**src/rtl/timer_pkg.sv**
```systemverilog
// Shared constants for the interval timer host port
package timer_pkg;

    // ------------------------------------------------------------
    // Port map
    // ------------------------------------------------------------
    localparam int CTR_COUNT = 3;
    localparam int CTR_WIDTH = 16;
    localparam logic [1:0] PORT_CTRL = 2'h3;

    // ------------------------------------------------------------
    // Command byte fields
    // ------------------------------------------------------------
    localparam int SEL_POS = 6;
    localparam int FMT_POS = 4;
    localparam int MODE_W = 6;
    localparam logic [1:0] SEL_READBACK = 2'h3;
    localparam logic [1:0] FMT_LATCH = 2'h0;
    localparam logic [1:0] FMT_LSB = 2'h1;
    localparam logic [1:0] FMT_MSB = 2'h2;
    localparam logic [1:0] FMT_WORD = 2'h3;
    localparam int RB_COUNT_N_BIT = 5;
    localparam int RB_STATUS_N_BIT = 4;
    localparam int RB_SEL_BASE = 1;

    // ------------------------------------------------------------
    // Status byte fields
    // ------------------------------------------------------------
    localparam int STAT_OUT_BIT = 7;
    localparam int STAT_NULL_BIT = 6;

    // ------------------------------------------------------------
    // Reset values and timing
    // ------------------------------------------------------------
    localparam logic [5:0] MODE_RST = 6'h00;
    localparam logic [7:0] BYTE_RST = 8'h00;
    localparam logic [15:0] COUNT_RST = 16'h0000;
    localparam logic [15:0] COUNT_ONE = 16'h0001;
    localparam int SYNC_STAGES = 2;
    localparam int PIN_W = 19;

endpackage

```
**src/rtl/ctr_if.sv**
```systemverilog
// Link between the host port logic and one counting element
`timescale 1ns/1ns
interface ctr_if;
    logic prog;
    logic load;
    logic [15:0] load_val;
    logic gate;
    logic clk_rise;
    logic [15:0] ce;
    logic out_lvl;
    logic loaded;

    modport ctl (output prog, load, load_val, gate, clk_rise, input ce, out_lvl, loaded);
    modport unit (input prog, load, load_val, gate, clk_rise, output ce, out_lvl, loaded);
endinterface

```
**src/rtl/interval_timer.sv**
```systemverilog
// Interval timer host port: programming, latching, read-back, status
//
// Functional notes
// - Counters start unprogrammed; nothing counts before programming.
// - Control words are accepted only at port 3.
// - Count bytes go to the addressed counter, in its programmed byte format.
// - Access field 00 at control port is a latch command, not programming.
// - Latch freezes count until read or reprogrammed, then follows again.
// - Latch leaves mode and counting untouched; each counter latches independently.
// - A second latch before reading is ignored.
// - Two-byte read order is tracked per counter; interleaving other counters is fine.
// - Read and write byte order are tracked separately per counter.
// - Read-back applies to every counter whose select bit D3..D1 is one.
// - Read-back with D5 low latches counts of selected counters.
// - Repeated count read-back before read is ignored.
// - Read-back with D4 low latches status, read through counter port.
// - Status is output level, pending-load flag, then six mode bits.
// - Pending-load flag is one until new count moves into counter.
// - Control word sets pending-load flag only for addressed counter.
// - Count write sets pending-load flag, after high byte in word format.
// - Four ports: three counters and one control port.
// - Latched status reads first, then latched count bytes, then live count.
// - Writes need chip select; port-3 reads and idle cycles float the bus.
// - A second status latch before reading is ignored.
// - Programming clears both count holding bytes.
`timescale 1ns/1ns
module interval_timer
    import timer_pkg::*;
(
    input wire logic clk_sys_in,
    input wire logic sys_rst_in,
    input wire logic cs_n_in,
    input wire logic rd_n_in,
    input wire logic wr_n_in,
    input wire logic port_select_low_in,
    input wire logic port_select_high_in,
    input wire logic [7:0] data_in,
    output logic [7:0] data_out,
    output logic data_oe_n_out,
    input wire logic [2:0] ctr_clk_in,
    input wire logic [2:0] ctr_gate_in,
    output logic [2:0] ctr_out_out
);

    // ------------------------------------------------------------
    // Pin synchroniser
    // ------------------------------------------------------------
    logic [PIN_W-1:0] pin_meta_r;
    logic [PIN_W-1:0] pin_sync_r;
    logic wr_n_q_r;
    logic rd_n_q_r;
    logic [2:0] clk_q_r;

    wire [PIN_W-1:0] pin_vec = {cs_n_in, rd_n_in, wr_n_in, port_select_high_in,
        port_select_low_in, data_in, ctr_clk_in, ctr_gate_in};

    always_ff @(posedge clk_sys_in or posedge sys_rst_in) begin
        if (sys_rst_in) begin
            pin_meta_r <= {PIN_W{1'b1}};
            pin_sync_r <= {PIN_W{1'b1}};
        end else begin
            pin_meta_r <= pin_vec;
            pin_sync_r <= pin_meta_r;
        end
    end

    wire cs_n_s = pin_sync_r[18];
    wire rd_n_s = pin_sync_r[17];
    wire wr_n_s = pin_sync_r[16];
    wire [1:0] port_s = pin_sync_r[15:14];
    wire [7:0] data_s = pin_sync_r[13:6];
    wire [2:0] clk_s = pin_sync_r[5:3];
    wire [2:0] gate_s = pin_sync_r[2:0];

    always_ff @(posedge clk_sys_in or posedge sys_rst_in) begin
        if (sys_rst_in) begin
            wr_n_q_r <= 1'b1;
            rd_n_q_r <= 1'b1;
            clk_q_r <= 3'h7; // Matches synchroniser reset, no false edge
        end else begin
            wr_n_q_r <= wr_n_s;
            rd_n_q_r <= rd_n_s;
            clk_q_r <= clk_s;
        end
    end

    // ------------------------------------------------------------
    // Strobe decode
    // ------------------------------------------------------------
    wire wr_rise = wr_n_s && !wr_n_q_r;
    wire rd_rise = rd_n_s && !rd_n_q_r;
    wire bus_write = wr_rise && !cs_n_s;
    wire is_ctrl = port_s == PORT_CTRL;
    wire ctrl_wr = bus_write && is_ctrl;
    wire ctr_wr = bus_write && !is_ctrl;
    wire rd_done = rd_rise && !cs_n_s && !is_ctrl;
    wire rd_active = !cs_n_s && !rd_n_s && wr_n_s && !is_ctrl;
    wire [1:0] cmd_sel = data_s[SEL_POS +: 2];
    wire [1:0] cmd_fmt = data_s[FMT_POS +: 2];
    wire [1:0] rd_port = is_ctrl ? 2'h0 : port_s;

    // ------------------------------------------------------------
    // Per-counter read bytes and element links
    // ------------------------------------------------------------
    logic [7:0] rd_byte [CTR_COUNT];

    ctr_if cif [CTR_COUNT] ();

    // ------------------------------------------------------------
    // Per-counter programming and read state
    // ------------------------------------------------------------
    for (genvar i = 0; i < CTR_COUNT; i++) begin : g_ctr
        logic [5:0] mode_r;
        logic prog_r;
        logic [7:0] load_lo_r;
        logic [7:0] load_hi_r;
        logic wr_hi_r;
        logic rd_hi_r;
        logic [15:0] hold_r;
        logic hold_on_r;
        logic hold_on_nxt;
        logic [7:0] st_r;
        logic st_held_r;
        logic st_held_nxt;
        logic null_r;
        logic null_nxt;

        // ------------------------------------------------------------
        // Command decode
        // ------------------------------------------------------------
        wire [1:0] fmt = mode_r[FMT_POS +: 2];
        wire fmt_word = fmt == FMT_WORD;
        wire sel_me = cmd_sel == 2'(i);
        wire prog_hit = ctrl_wr && sel_me && cmd_fmt != FMT_LATCH;
        wire latch_hit = ctrl_wr && sel_me && cmd_fmt == FMT_LATCH;
        wire rb_hit = ctrl_wr && cmd_sel == SEL_READBACK && data_s[RB_SEL_BASE + i];
        wire rb_cnt = rb_hit && !data_s[RB_COUNT_N_BIT];
        wire rb_st = rb_hit && !data_s[RB_STATUS_N_BIT];
        wire cnt_wr = ctr_wr && port_s == 2'(i) && prog_r;
        wire cnt_rd = rd_done && port_s == 2'(i);
        wire cnt_rd_byte = cnt_rd && !st_held_r;
        wire wr_to_lo = fmt == FMT_LSB || (fmt_word && !wr_hi_r);
        wire wr_to_hi = fmt == FMT_MSB || (fmt_word && wr_hi_r);
        wire wr_last = !fmt_word || wr_hi_r;
        wire rd_last = !fmt_word || rd_hi_r;
        wire count_done = cnt_wr && wr_last;
        wire cnt_latch = latch_hit || rb_cnt;
        wire [15:0] cnt_view = hold_on_r ? hold_r : cif[i].ce;
        wire rd_hi_sel = fmt == FMT_MSB || (fmt_word && rd_hi_r);
        wire [7:0] status = {cif[i].out_lvl, null_r, mode_r};

        // ------------------------------------------------------------
        // Mode and programmed flag
        // ------------------------------------------------------------
        always_ff @(posedge clk_sys_in or posedge sys_rst_in) begin
            if (sys_rst_in) begin
                mode_r <= MODE_RST;
                prog_r <= 1'b0;
            end else if (prog_hit) begin
                mode_r <= data_s[MODE_W-1:0];
                prog_r <= 1'b1;
            end
        end

        // ------------------------------------------------------------
        // Count holding bytes
        // ------------------------------------------------------------
        always_ff @(posedge clk_sys_in or posedge sys_rst_in) begin
            if (sys_rst_in) begin
                load_lo_r <= BYTE_RST;
            end else if (prog_hit) begin
                load_lo_r <= BYTE_RST;
            end else if (cnt_wr && wr_to_lo) begin
                load_lo_r <= data_s;
            end
        end

        always_ff @(posedge clk_sys_in or posedge sys_rst_in) begin
            if (sys_rst_in) begin
                load_hi_r <= BYTE_RST;
            end else if (prog_hit) begin
                load_hi_r <= BYTE_RST;
            end else if (cnt_wr && wr_to_hi) begin
                load_hi_r <= data_s;
            end
        end

        // ------------------------------------------------------------
        // Separate write and read byte order
        // ------------------------------------------------------------
        always_ff @(posedge clk_sys_in or posedge sys_rst_in) begin
            if (sys_rst_in) begin
                wr_hi_r <= 1'b0;
            end else if (prog_hit) begin
                wr_hi_r <= 1'b0;
            end else if (cnt_wr && fmt_word) begin
                wr_hi_r <= !wr_hi_r;
            end
        end

        always_ff @(posedge clk_sys_in or posedge sys_rst_in) begin
            if (sys_rst_in) begin
                rd_hi_r <= 1'b0;
            end else if (prog_hit) begin
                rd_hi_r <= 1'b0;
            end else if (cnt_rd_byte && fmt_word) begin
                rd_hi_r <= !rd_hi_r;
            end
        end

        // ------------------------------------------------------------
        // Count hold latch
        // ------------------------------------------------------------
        always_comb begin
            hold_on_nxt = hold_on_r;
            if (cnt_rd_byte && rd_last) begin
                hold_on_nxt = 1'b0;
            end
            if (cnt_latch) begin
                hold_on_nxt = 1'b1;
            end
            if (prog_hit) begin
                hold_on_nxt = 1'b0;
            end
        end

        always_ff @(posedge clk_sys_in or posedge sys_rst_in) begin
            if (sys_rst_in) begin
                hold_on_r <= 1'b0;
            end else begin
                hold_on_r <= hold_on_nxt;
            end
        end

        always_ff @(posedge clk_sys_in or posedge sys_rst_in) begin
            if (sys_rst_in) begin
                hold_r <= COUNT_RST;
            end else if (cnt_latch && !hold_on_r) begin
                hold_r <= cif[i].ce;
            end
        end

        // ------------------------------------------------------------
        // Latched status byte
        // ------------------------------------------------------------
        always_comb begin
            st_held_nxt = st_held_r;
            if (cnt_rd) begin
                st_held_nxt = 1'b0;
            end
            if (rb_st) begin
                st_held_nxt = 1'b1;
            end
            if (prog_hit) begin
                st_held_nxt = 1'b0;
            end
        end

        always_ff @(posedge clk_sys_in or posedge sys_rst_in) begin
            if (sys_rst_in) begin
                st_held_r <= 1'b0;
            end else begin
                st_held_r <= st_held_nxt;
            end
        end

        always_ff @(posedge clk_sys_in or posedge sys_rst_in) begin
            if (sys_rst_in) begin
                st_r <= BYTE_RST;
            end else if (rb_st && !st_held_r) begin
                st_r <= status;
            end
        end

        // ------------------------------------------------------------
        // Pending-load flag, set wins over clear
        // ------------------------------------------------------------
        always_comb begin
            null_nxt = null_r;
            if (cif[i].loaded) begin
                null_nxt = 1'b0;
            end
            if (prog_hit) begin
                null_nxt = 1'b1;
            end
            if (count_done) begin
                null_nxt = 1'b1;
            end
        end

        always_ff @(posedge clk_sys_in or posedge sys_rst_in) begin
            if (sys_rst_in) begin
                null_r <= 1'b0;
            end else begin
                null_r <= null_nxt;
            end
        end

        // ------------------------------------------------------------
        // Byte presented on a read of this counter
        // ------------------------------------------------------------
        wire [7:0] cnt_byte = rd_hi_sel ? cnt_view[15:8] : cnt_view[7:0];
        assign rd_byte[i] = st_held_r ? st_r : cnt_byte;

        // ------------------------------------------------------------
        // Counting element link
        // ------------------------------------------------------------
        assign cif[i].prog = prog_hit;
        assign cif[i].load = count_done;
        assign cif[i].load_val = {load_hi_r, load_lo_r};
        assign cif[i].gate = gate_s[i];
        assign cif[i].clk_rise = clk_s[i] && !clk_q_r[i];
        assign ctr_out_out[i] = cif[i].out_lvl;

        counting_unit u_unit (
            .clk_sys_in(clk_sys_in),
            .sys_rst_in(sys_rst_in),
            .bus(cif[i].unit)
        );
    end

    // ------------------------------------------------------------
    // Data bus driver
    // ------------------------------------------------------------
    always_ff @(posedge clk_sys_in or posedge sys_rst_in) begin
        if (sys_rst_in) begin
            data_out <= BYTE_RST;
        end else if (rd_active) begin
            data_out <= rd_byte[rd_port];
        end
    end

    always_ff @(posedge clk_sys_in or posedge sys_rst_in) begin
        if (sys_rst_in) begin
            data_oe_n_out <= 1'b1;
        end else begin
            data_oe_n_out <= !rd_active;
        end
    end

endmodule

```
**src/rtl/counting_unit.sv**
```systemverilog
// One counting element with pending-load transfer
`timescale 1ns/1ns
module counting_unit
    import timer_pkg::*;
(
    input wire logic clk_sys_in,
    input wire logic sys_rst_in,
    ctr_if.unit bus
);

    // ------------------------------------------------------------
    // State
    // ------------------------------------------------------------
    logic [15:0] ce_r;
    logic pend_r;
    logic armed_r;
    logic out_r;
    logic loaded_r;

    wire xfer = bus.clk_rise && pend_r;
    wire step = bus.clk_rise && !pend_r && armed_r && bus.gate;
    wire at_one = ce_r == COUNT_ONE;

    assign bus.ce = ce_r;
    assign bus.out_lvl = out_r;
    assign bus.loaded = loaded_r;

    // ------------------------------------------------------------
    // Counting element, stepped on synchronised counter clock
    // ------------------------------------------------------------
    always_ff @(posedge clk_sys_in or posedge sys_rst_in) begin
        if (sys_rst_in) begin
            ce_r <= COUNT_RST;
        end else if (xfer) begin
            ce_r <= bus.load_val;
        end else if (step) begin
            ce_r <= 16'(ce_r - COUNT_ONE);
        end
    end

    // Pending transfer, new load request wins over transfer
    always_ff @(posedge clk_sys_in or posedge sys_rst_in) begin
        if (sys_rst_in) begin
            pend_r <= 1'b0;
        end else if (bus.load) begin
            pend_r <= 1'b1;
        end else if (bus.prog || xfer) begin
            pend_r <= 1'b0;
        end
    end

    always_ff @(posedge clk_sys_in or posedge sys_rst_in) begin
        if (sys_rst_in) begin
            armed_r <= 1'b0;
        end else if (bus.prog) begin
            armed_r <= 1'b0;
        end else if (xfer) begin
            armed_r <= 1'b1;
        end
    end

    // Output level: low after programming, high at terminal count
    always_ff @(posedge clk_sys_in or posedge sys_rst_in) begin
        if (sys_rst_in) begin
            out_r <= 1'b0;
        end else if (bus.prog) begin
            out_r <= 1'b0;
        end else if (step && at_one) begin
            out_r <= 1'b1;
        end
    end

    always_ff @(posedge clk_sys_in or posedge sys_rst_in) begin
        if (sys_rst_in) begin
            loaded_r <= 1'b0;
        end else begin
            loaded_r <= xfer && !bus.load;
        end
    end

endmodule

```
**config.mk**
```make
export PLATFORM = sky130hd
export DESIGN_NAME = interval_timer
export DESIGN_NICKNAME = d
export VERILOG_FILES = /design/src/rtl/timer_pkg.sv /design/src/rtl/ctr_if.sv /design/src/rtl/interval_timer.sv /design/src/rtl/counting_unit.sv
export SDC_FILE = /design/constraint.sdc
export NUM_CORES = 1
export LEC_CHECK = 0
export ABC_CLOCK_PERIOD_IN_PS = 11460
export BUFFER_PORTS_ARGS = -buffer_cell sky130_fd_sc_hd__clkbuf_2
export CORE_ASPECT_RATIO = 0.7
export CORE_MARGIN = 3
export CORE_UTILIZATION = 60
export CTS_CLUSTER_SIZE = 40
export DETAILED_ROUTE_END_ITERATION = 8
export PLACE_DENSITY_LB_ADDON = 0.2
export SLEW_MARGIN = 20
export SYNTH_ARGS = -nofsm -noshare
export SYNTH_HDL_FRONTEND = slang
export SYNTH_SLANG_ARGS = --single-unit
```
**constraint.sdc**
```tcl
create_clock -name clk_sys_in -period 11.46 [get_ports clk_sys_in]
set_input_delay 1.719 -clock clk_sys_in [delete_from_list [all_inputs] [get_ports clk_sys_in]]
set_output_delay 1.719 -clock clk_sys_in [all_outputs]
set_load 0.02 [all_outputs]
```
# Word-level counts from Yosys, hierarchy flattened
# Cells that the tools add are included.
dict set report word_totals {
  register_bits 268
  latchBits 0
  ram_bits 0
  romBits 0
  in_bits 21
  output_inout_bits 12
  wordCells 351
  n_memories 0
}
dict set report classes {
  addsub 3
  multipliers 0
  div_mod_pow 0
  order_cmp 1
  eq_ne 18
  shift 0
  n_mux 88
  n_bitwise 1
  reduce_logical 185
}
# operator n
set op_table {}
lappend op_table {{two-way mux 8 bit} 20}
lappend op_table {{two-way mux 16 bit} 9}
lappend op_table {{logical AND 1 bit} 95}
lappend op_table {{two-way mux 1 bit} 57}
lappend op_table {{nonzero test 2 bit} 25}
lappend op_table {{== test 16 x 1 -> 1 bit (second input constant)} 3}
lappend op_table {{subtractor 16 x 1 -> 16 bit (second input constant)} 3}
lappend op_table {{zero test 1 bit} 32}
lappend op_table {{nonzero test 3 bit} 9}
lappend op_table {{logical OR 1 bit} 21}
lappend op_table {{== test 2 bit (second input constant)} 10}
lappend op_table {{binary-select mux 8 bit (select 2 bit)} 1}
lappend op_table {{== test 2 x 1 -> 1 bit (second input constant)} 5}
lappend op_table {{zero test 2 bit} 3}
lappend op_table {{greater-or-equal comparator 3 bit (second input constant)} 1}
lappend op_table {{NOT 2 -> 3 bit} 1}
lappend op_table {{two-way mux 2 bit} 1}

# Logic depth before layout (Yosys ltp)
dict set report depth {
  ltp_word 10
  ltp_mapped 8
  mapped_depth_nobuf 7
}

# Cells and area by module
# Synthesis repeated with hierarchy kept, for this count alone.
dict set report hier_totals {
  cells_unflattened 1096
  area_unflattened_um2 12358.1
}
# mod instances cells_each area_each_um2 seq_area_each_um2
set by_module_without_submodules {}
lappend by_module_without_submodules {interval_timer 1 745 9066.2 5260.0}
lappend by_module_without_submodules {counting_unit 3 117 1097.3 500.5}

# Least setup slack after synthesis
# No wires, ideal clock.
dict set report synth_timing {
  path_kind {register -> output}
  startpoint {reg data_oe_n_out}
  endpoint {out data_oe_n_out}
  t_arrival_ps 554
  t_required_ps 9741
  setup_slack_ps 9187
  path_stages_with_launch 1
  n_path_buf 0
  cell_sequence {dfstp_2}
}
# element line_no
set synth_lines {}
lappend synth_lines {{from (decl)} interval_timer.sv:39} ;# output logic data_oe_n_out,
lappend synth_lines {{from (signal assigned)} interval_timer.sv:337} ;# data_oe_n_out <= !rd_active;
# No word-level cell between the ends.

==> impl_metrics.tcl <==
set metrics [dict create \
    start_util_pct 62.55 \
    drc_errors 0 \
    synth_flop_cell "dfrtp_1" \
    finalClockSkew_ns 0.02329 \
    grt_pass1_vias 8189 \
    core-area_um2 19290 \
    hold_class "flop to flop" \
    final_area_um2 13230 \
    io_buffers 32 \
    avgSynthCellArea_um2 11.25 \
    async_flop_share_pct 100.0 \
    path_class "input port to async pin" \
    synthesis.area_um2 12060 \
    area_delta_synth_final_pct 9.657 \
    grt_overflow 0 \
    ant_nets 0 \
    max_freq_mhz 337.7 \
    antenna_found_initial 0 \
    totalWireLength_um 29220 \
    clk_latency_ns 0.53 \
    worst_slew_pin_slew_ns 1.107 \
    fin_crit_ns 2.961 \
    ys.warnings.count 0 \
    final_cells 1364 \
    dieArea_um2 21870 \
    ctsResizeCount 0 \
    vias_per_cell 6.456 \
    fin_crit_sh_pct 25.84 \
    wl_per_cell_um 21.42 \
    power.density_nw_per_um2 197.7 \
    cp_slowest_cell "buf_4" \
    io_pins 33 \
    drive_gt1_share_pct 21.55 \
    drt_iter0_markers 961 \
    maxCapViolCount 0 \
    clockBufferDepth 3 \
    ys_seq_elements 268 \
    nets 1108 \
    seq_power_share_pct 47.6 \
    p_sw_share_pct 32.06 \
    placed_cells 1316 \
    grt_usage_pct 26.74 \
    synthCells 1072 \
    syn_nets 1099 \
    setup.worst_path.end_class "async pin" \
    holdWs_ns 0.3503 \
    fillers 1443 \
    ir_drop_mv 0.1477 \
    num_antenna_cells 0 \
    cts_tree "built" \
    hold_viol_final 0 \
    clk_pin_slew_ns 0.07 \
    rsz0062_at_grt "no" \
    maxSlewViolCount 0 \
    die_width_um 175.5 \
    cpPeakStageDelay_ns 0.88 \
    p_clk_share_pct 32.2 \
    worstPathCellList "clkbuf_2 -> inv_8 -> buf_4" \
    cp_max_fo 137 \
    clock-sinks 268 \
    status "finished, final reports clean" \
    first_pass_iters 7 \
    worstPathRequired_ns 11.96 \
    htreeDepth 1 \
    numCtsBuffers 25 \
    die_h_um 124.6 \
    combPwrFrac_pct 20.3 \
    power.leakage_nw 6.165 \
    cts_hold_buffers 0 \
    yosysSeqAreaShare_pct 56.05 \
    num_rows 42 \
    dpl-instance-area_um2 12370 \
    grt_pass1_wl_um 46310 \
    setup_tns_ns 0 \
    cts_root_buf "clkbuf_16" \
    grt_max_degree 138 \
    relSlewSlack_pct 26.20 \
    p_total_mw 2.615 \
    p_int_mw 1.777 \
    vias 8806 \
    cp.arrival_ns 3.46 \
    final_cell_mix "dfrtp_1, nand2_1, nor2_1, mux2_2" \
    hpwl_um 19780 \
    cts_setup_buffers 0 \
    synth_edf_count 0 \
    layout_commonest_cell "dfrtp_1" \
    start_kind "input port" \
    power_switching_uw 838.5 \
    synthDistinctLibCells 71 \
    setup-violations-final 0 \
    gp_congestion 0.9016 \
]
## final timing paths
path | end | cells after the start | slack (ns) | from
max | g_ctr[1].u_unit.armed_r$_DFFE_PP0P_ | 3 | 8.50 | sys_rst_in
min | pin_sync_r[8]$_DFF_PP1_ | 0 | 0.35 | pin_meta_r[8]$_DFF_PP1_
max reg2reg | g_ctr[2].hold_r[8]$_DFFE_PP0P_ | 4 | 8.74 | pin_sync_r[12]$_DFF_PP1_
min reg2reg | pin_sync_r[8]$_DFF_PP1_ | 0 | 0.35 | pin_meta_r[8]$_DFF_PP1_
max in group clk_sys_in | ctr_out_out[0] | 1 | 8.52 | g_ctr[0].u_unit.bus.out_lvl$_DFFE_PP0P_
min in group asynchronous | g_ctr[0].load_lo_r[2]$_DFFE_PP0P_ | 2 | 1.39 | sys_rst_in
## state kept, by name, indices dropped and copies added, names as in the netlist, 18 cells and up
| register | flops |
|---|---|
| g_ctr.u_unit.bus.ce | 48 |
| g_ctr.mode_r | 18 |
| pin_meta_r | 19 |
| g_ctr.load_hi_r | 24 |
| g_ctr.st_r | 24 |
| g_ctr.load_lo_r | 24 |
| g_ctr.hold_r | 48 |
| pin_sync_r | 19 |
## power groups by stage
stage / combinational [mW] / sequential, mW / clock [mW]
5_1_grt: 0.591 / 1.26 / 0.887
2_1_floorplan: 0.423 / 1.17 / 0
6_report: 0.531 / 1.24 / 0.841
3_3_place_gp: 0.507 / 1.24 / 0
3_5_place_dp: 0.520 / 1.25 / 0
4_1_cts: 0.525 / 1.23 / 0.849
## worst max-delay path, delay by kind of cell
kind / cells / cell delay (ns)
buffers and inverters: 3 / 1.62
## logic make-up (layout without fill, tap and decap cells)
family          count (synthesis)  count (layout)  share of synthesized area (%)
flops                         268             268                          56.05
xor+xnor                        9               9                         0.6534
buf+inv                        79             107                          2.717
fa+ha+maj                       6               6                         0.6223
mux                           128             128                          12.24
simple gates                  374             374                          15.34
compound gates                208             208                          12.37
## layer usage
metal  wire (um)  GRT usage [%]  up-vias  part of all wire, %
li1            -              -     3909                    -
met1       13490          43.21     4480                   46
met2       12360          36.53      382                   42
met3        2996          7.343       35                   10
met4         378          4.700        0                  1.3
met5           0              0        -                    0
## cell usage after synthesis, drive strengths merged, types with 3 or more instances
cell,instances,area (um^2)
nand4,3,18.77
a211oi,18,135.1
nor2,88,330.3
a21o,13,97.59
dfstp,44,1156
o22ai,18,112.6
o21ai,44,224.0
or2,9,56.30
or4,7,56.30
inv,19,71.32
nand2,132,495.5
a221o,13,130.1
a211o,4,35.03
and3,10,62.56
a31oi,3,18.77
nand3b,3,22.52
buf,16,90.08
nand2b,11,68.82
mux2i,44,440.4
o32ai,3,26.28
nor3b,5,48.80
nor4,11,83.83
or3,8,60.06
a221oi,24,210.2
o211ai,11,82.58
ha,6,75.07
and2,7,43.79
xor2,5,43.79
clkbuf,43,162.7
nor2b,21,138.9
xnor2,4,35.03
a22oi,4,30.03
mux2,76,855.8
mux4,8,180.2
nor3,27,135.1
a22o,3,26.28
a21oi,20,100.1
a32o,6,60.06
dfrtp,224,5605
nand3,24,125.1
o311ai,9,78.83
## cell type report
type / count / area (um^2) / share of cell area, %
Timing Repair Buffer: 41 / 234.0 / 1.769
Multi-Input combinational cell: 725 / 4990 / 37.72
Clock buffer: 34 / 709.4 / 5.363
Clock inverter: 12 / 120.1 / 0.9081
Inverter: 20 / 82.58 / 0.6243
Tap cell: 264 / 330.3 / 2.497
Sequential cell: 268 / 6761 / 51.12
## metrics by stage
step	utilization, %	worst slack [ns]
finish	68.59	8.499
global route	68.59	8.186
CTS	68.46	8.422
detailed placement	64.16	7.878
global placement	64.13	7.875
floorplan	-	2.432
No activity file was read; power rests on OpenSTA's default activity.
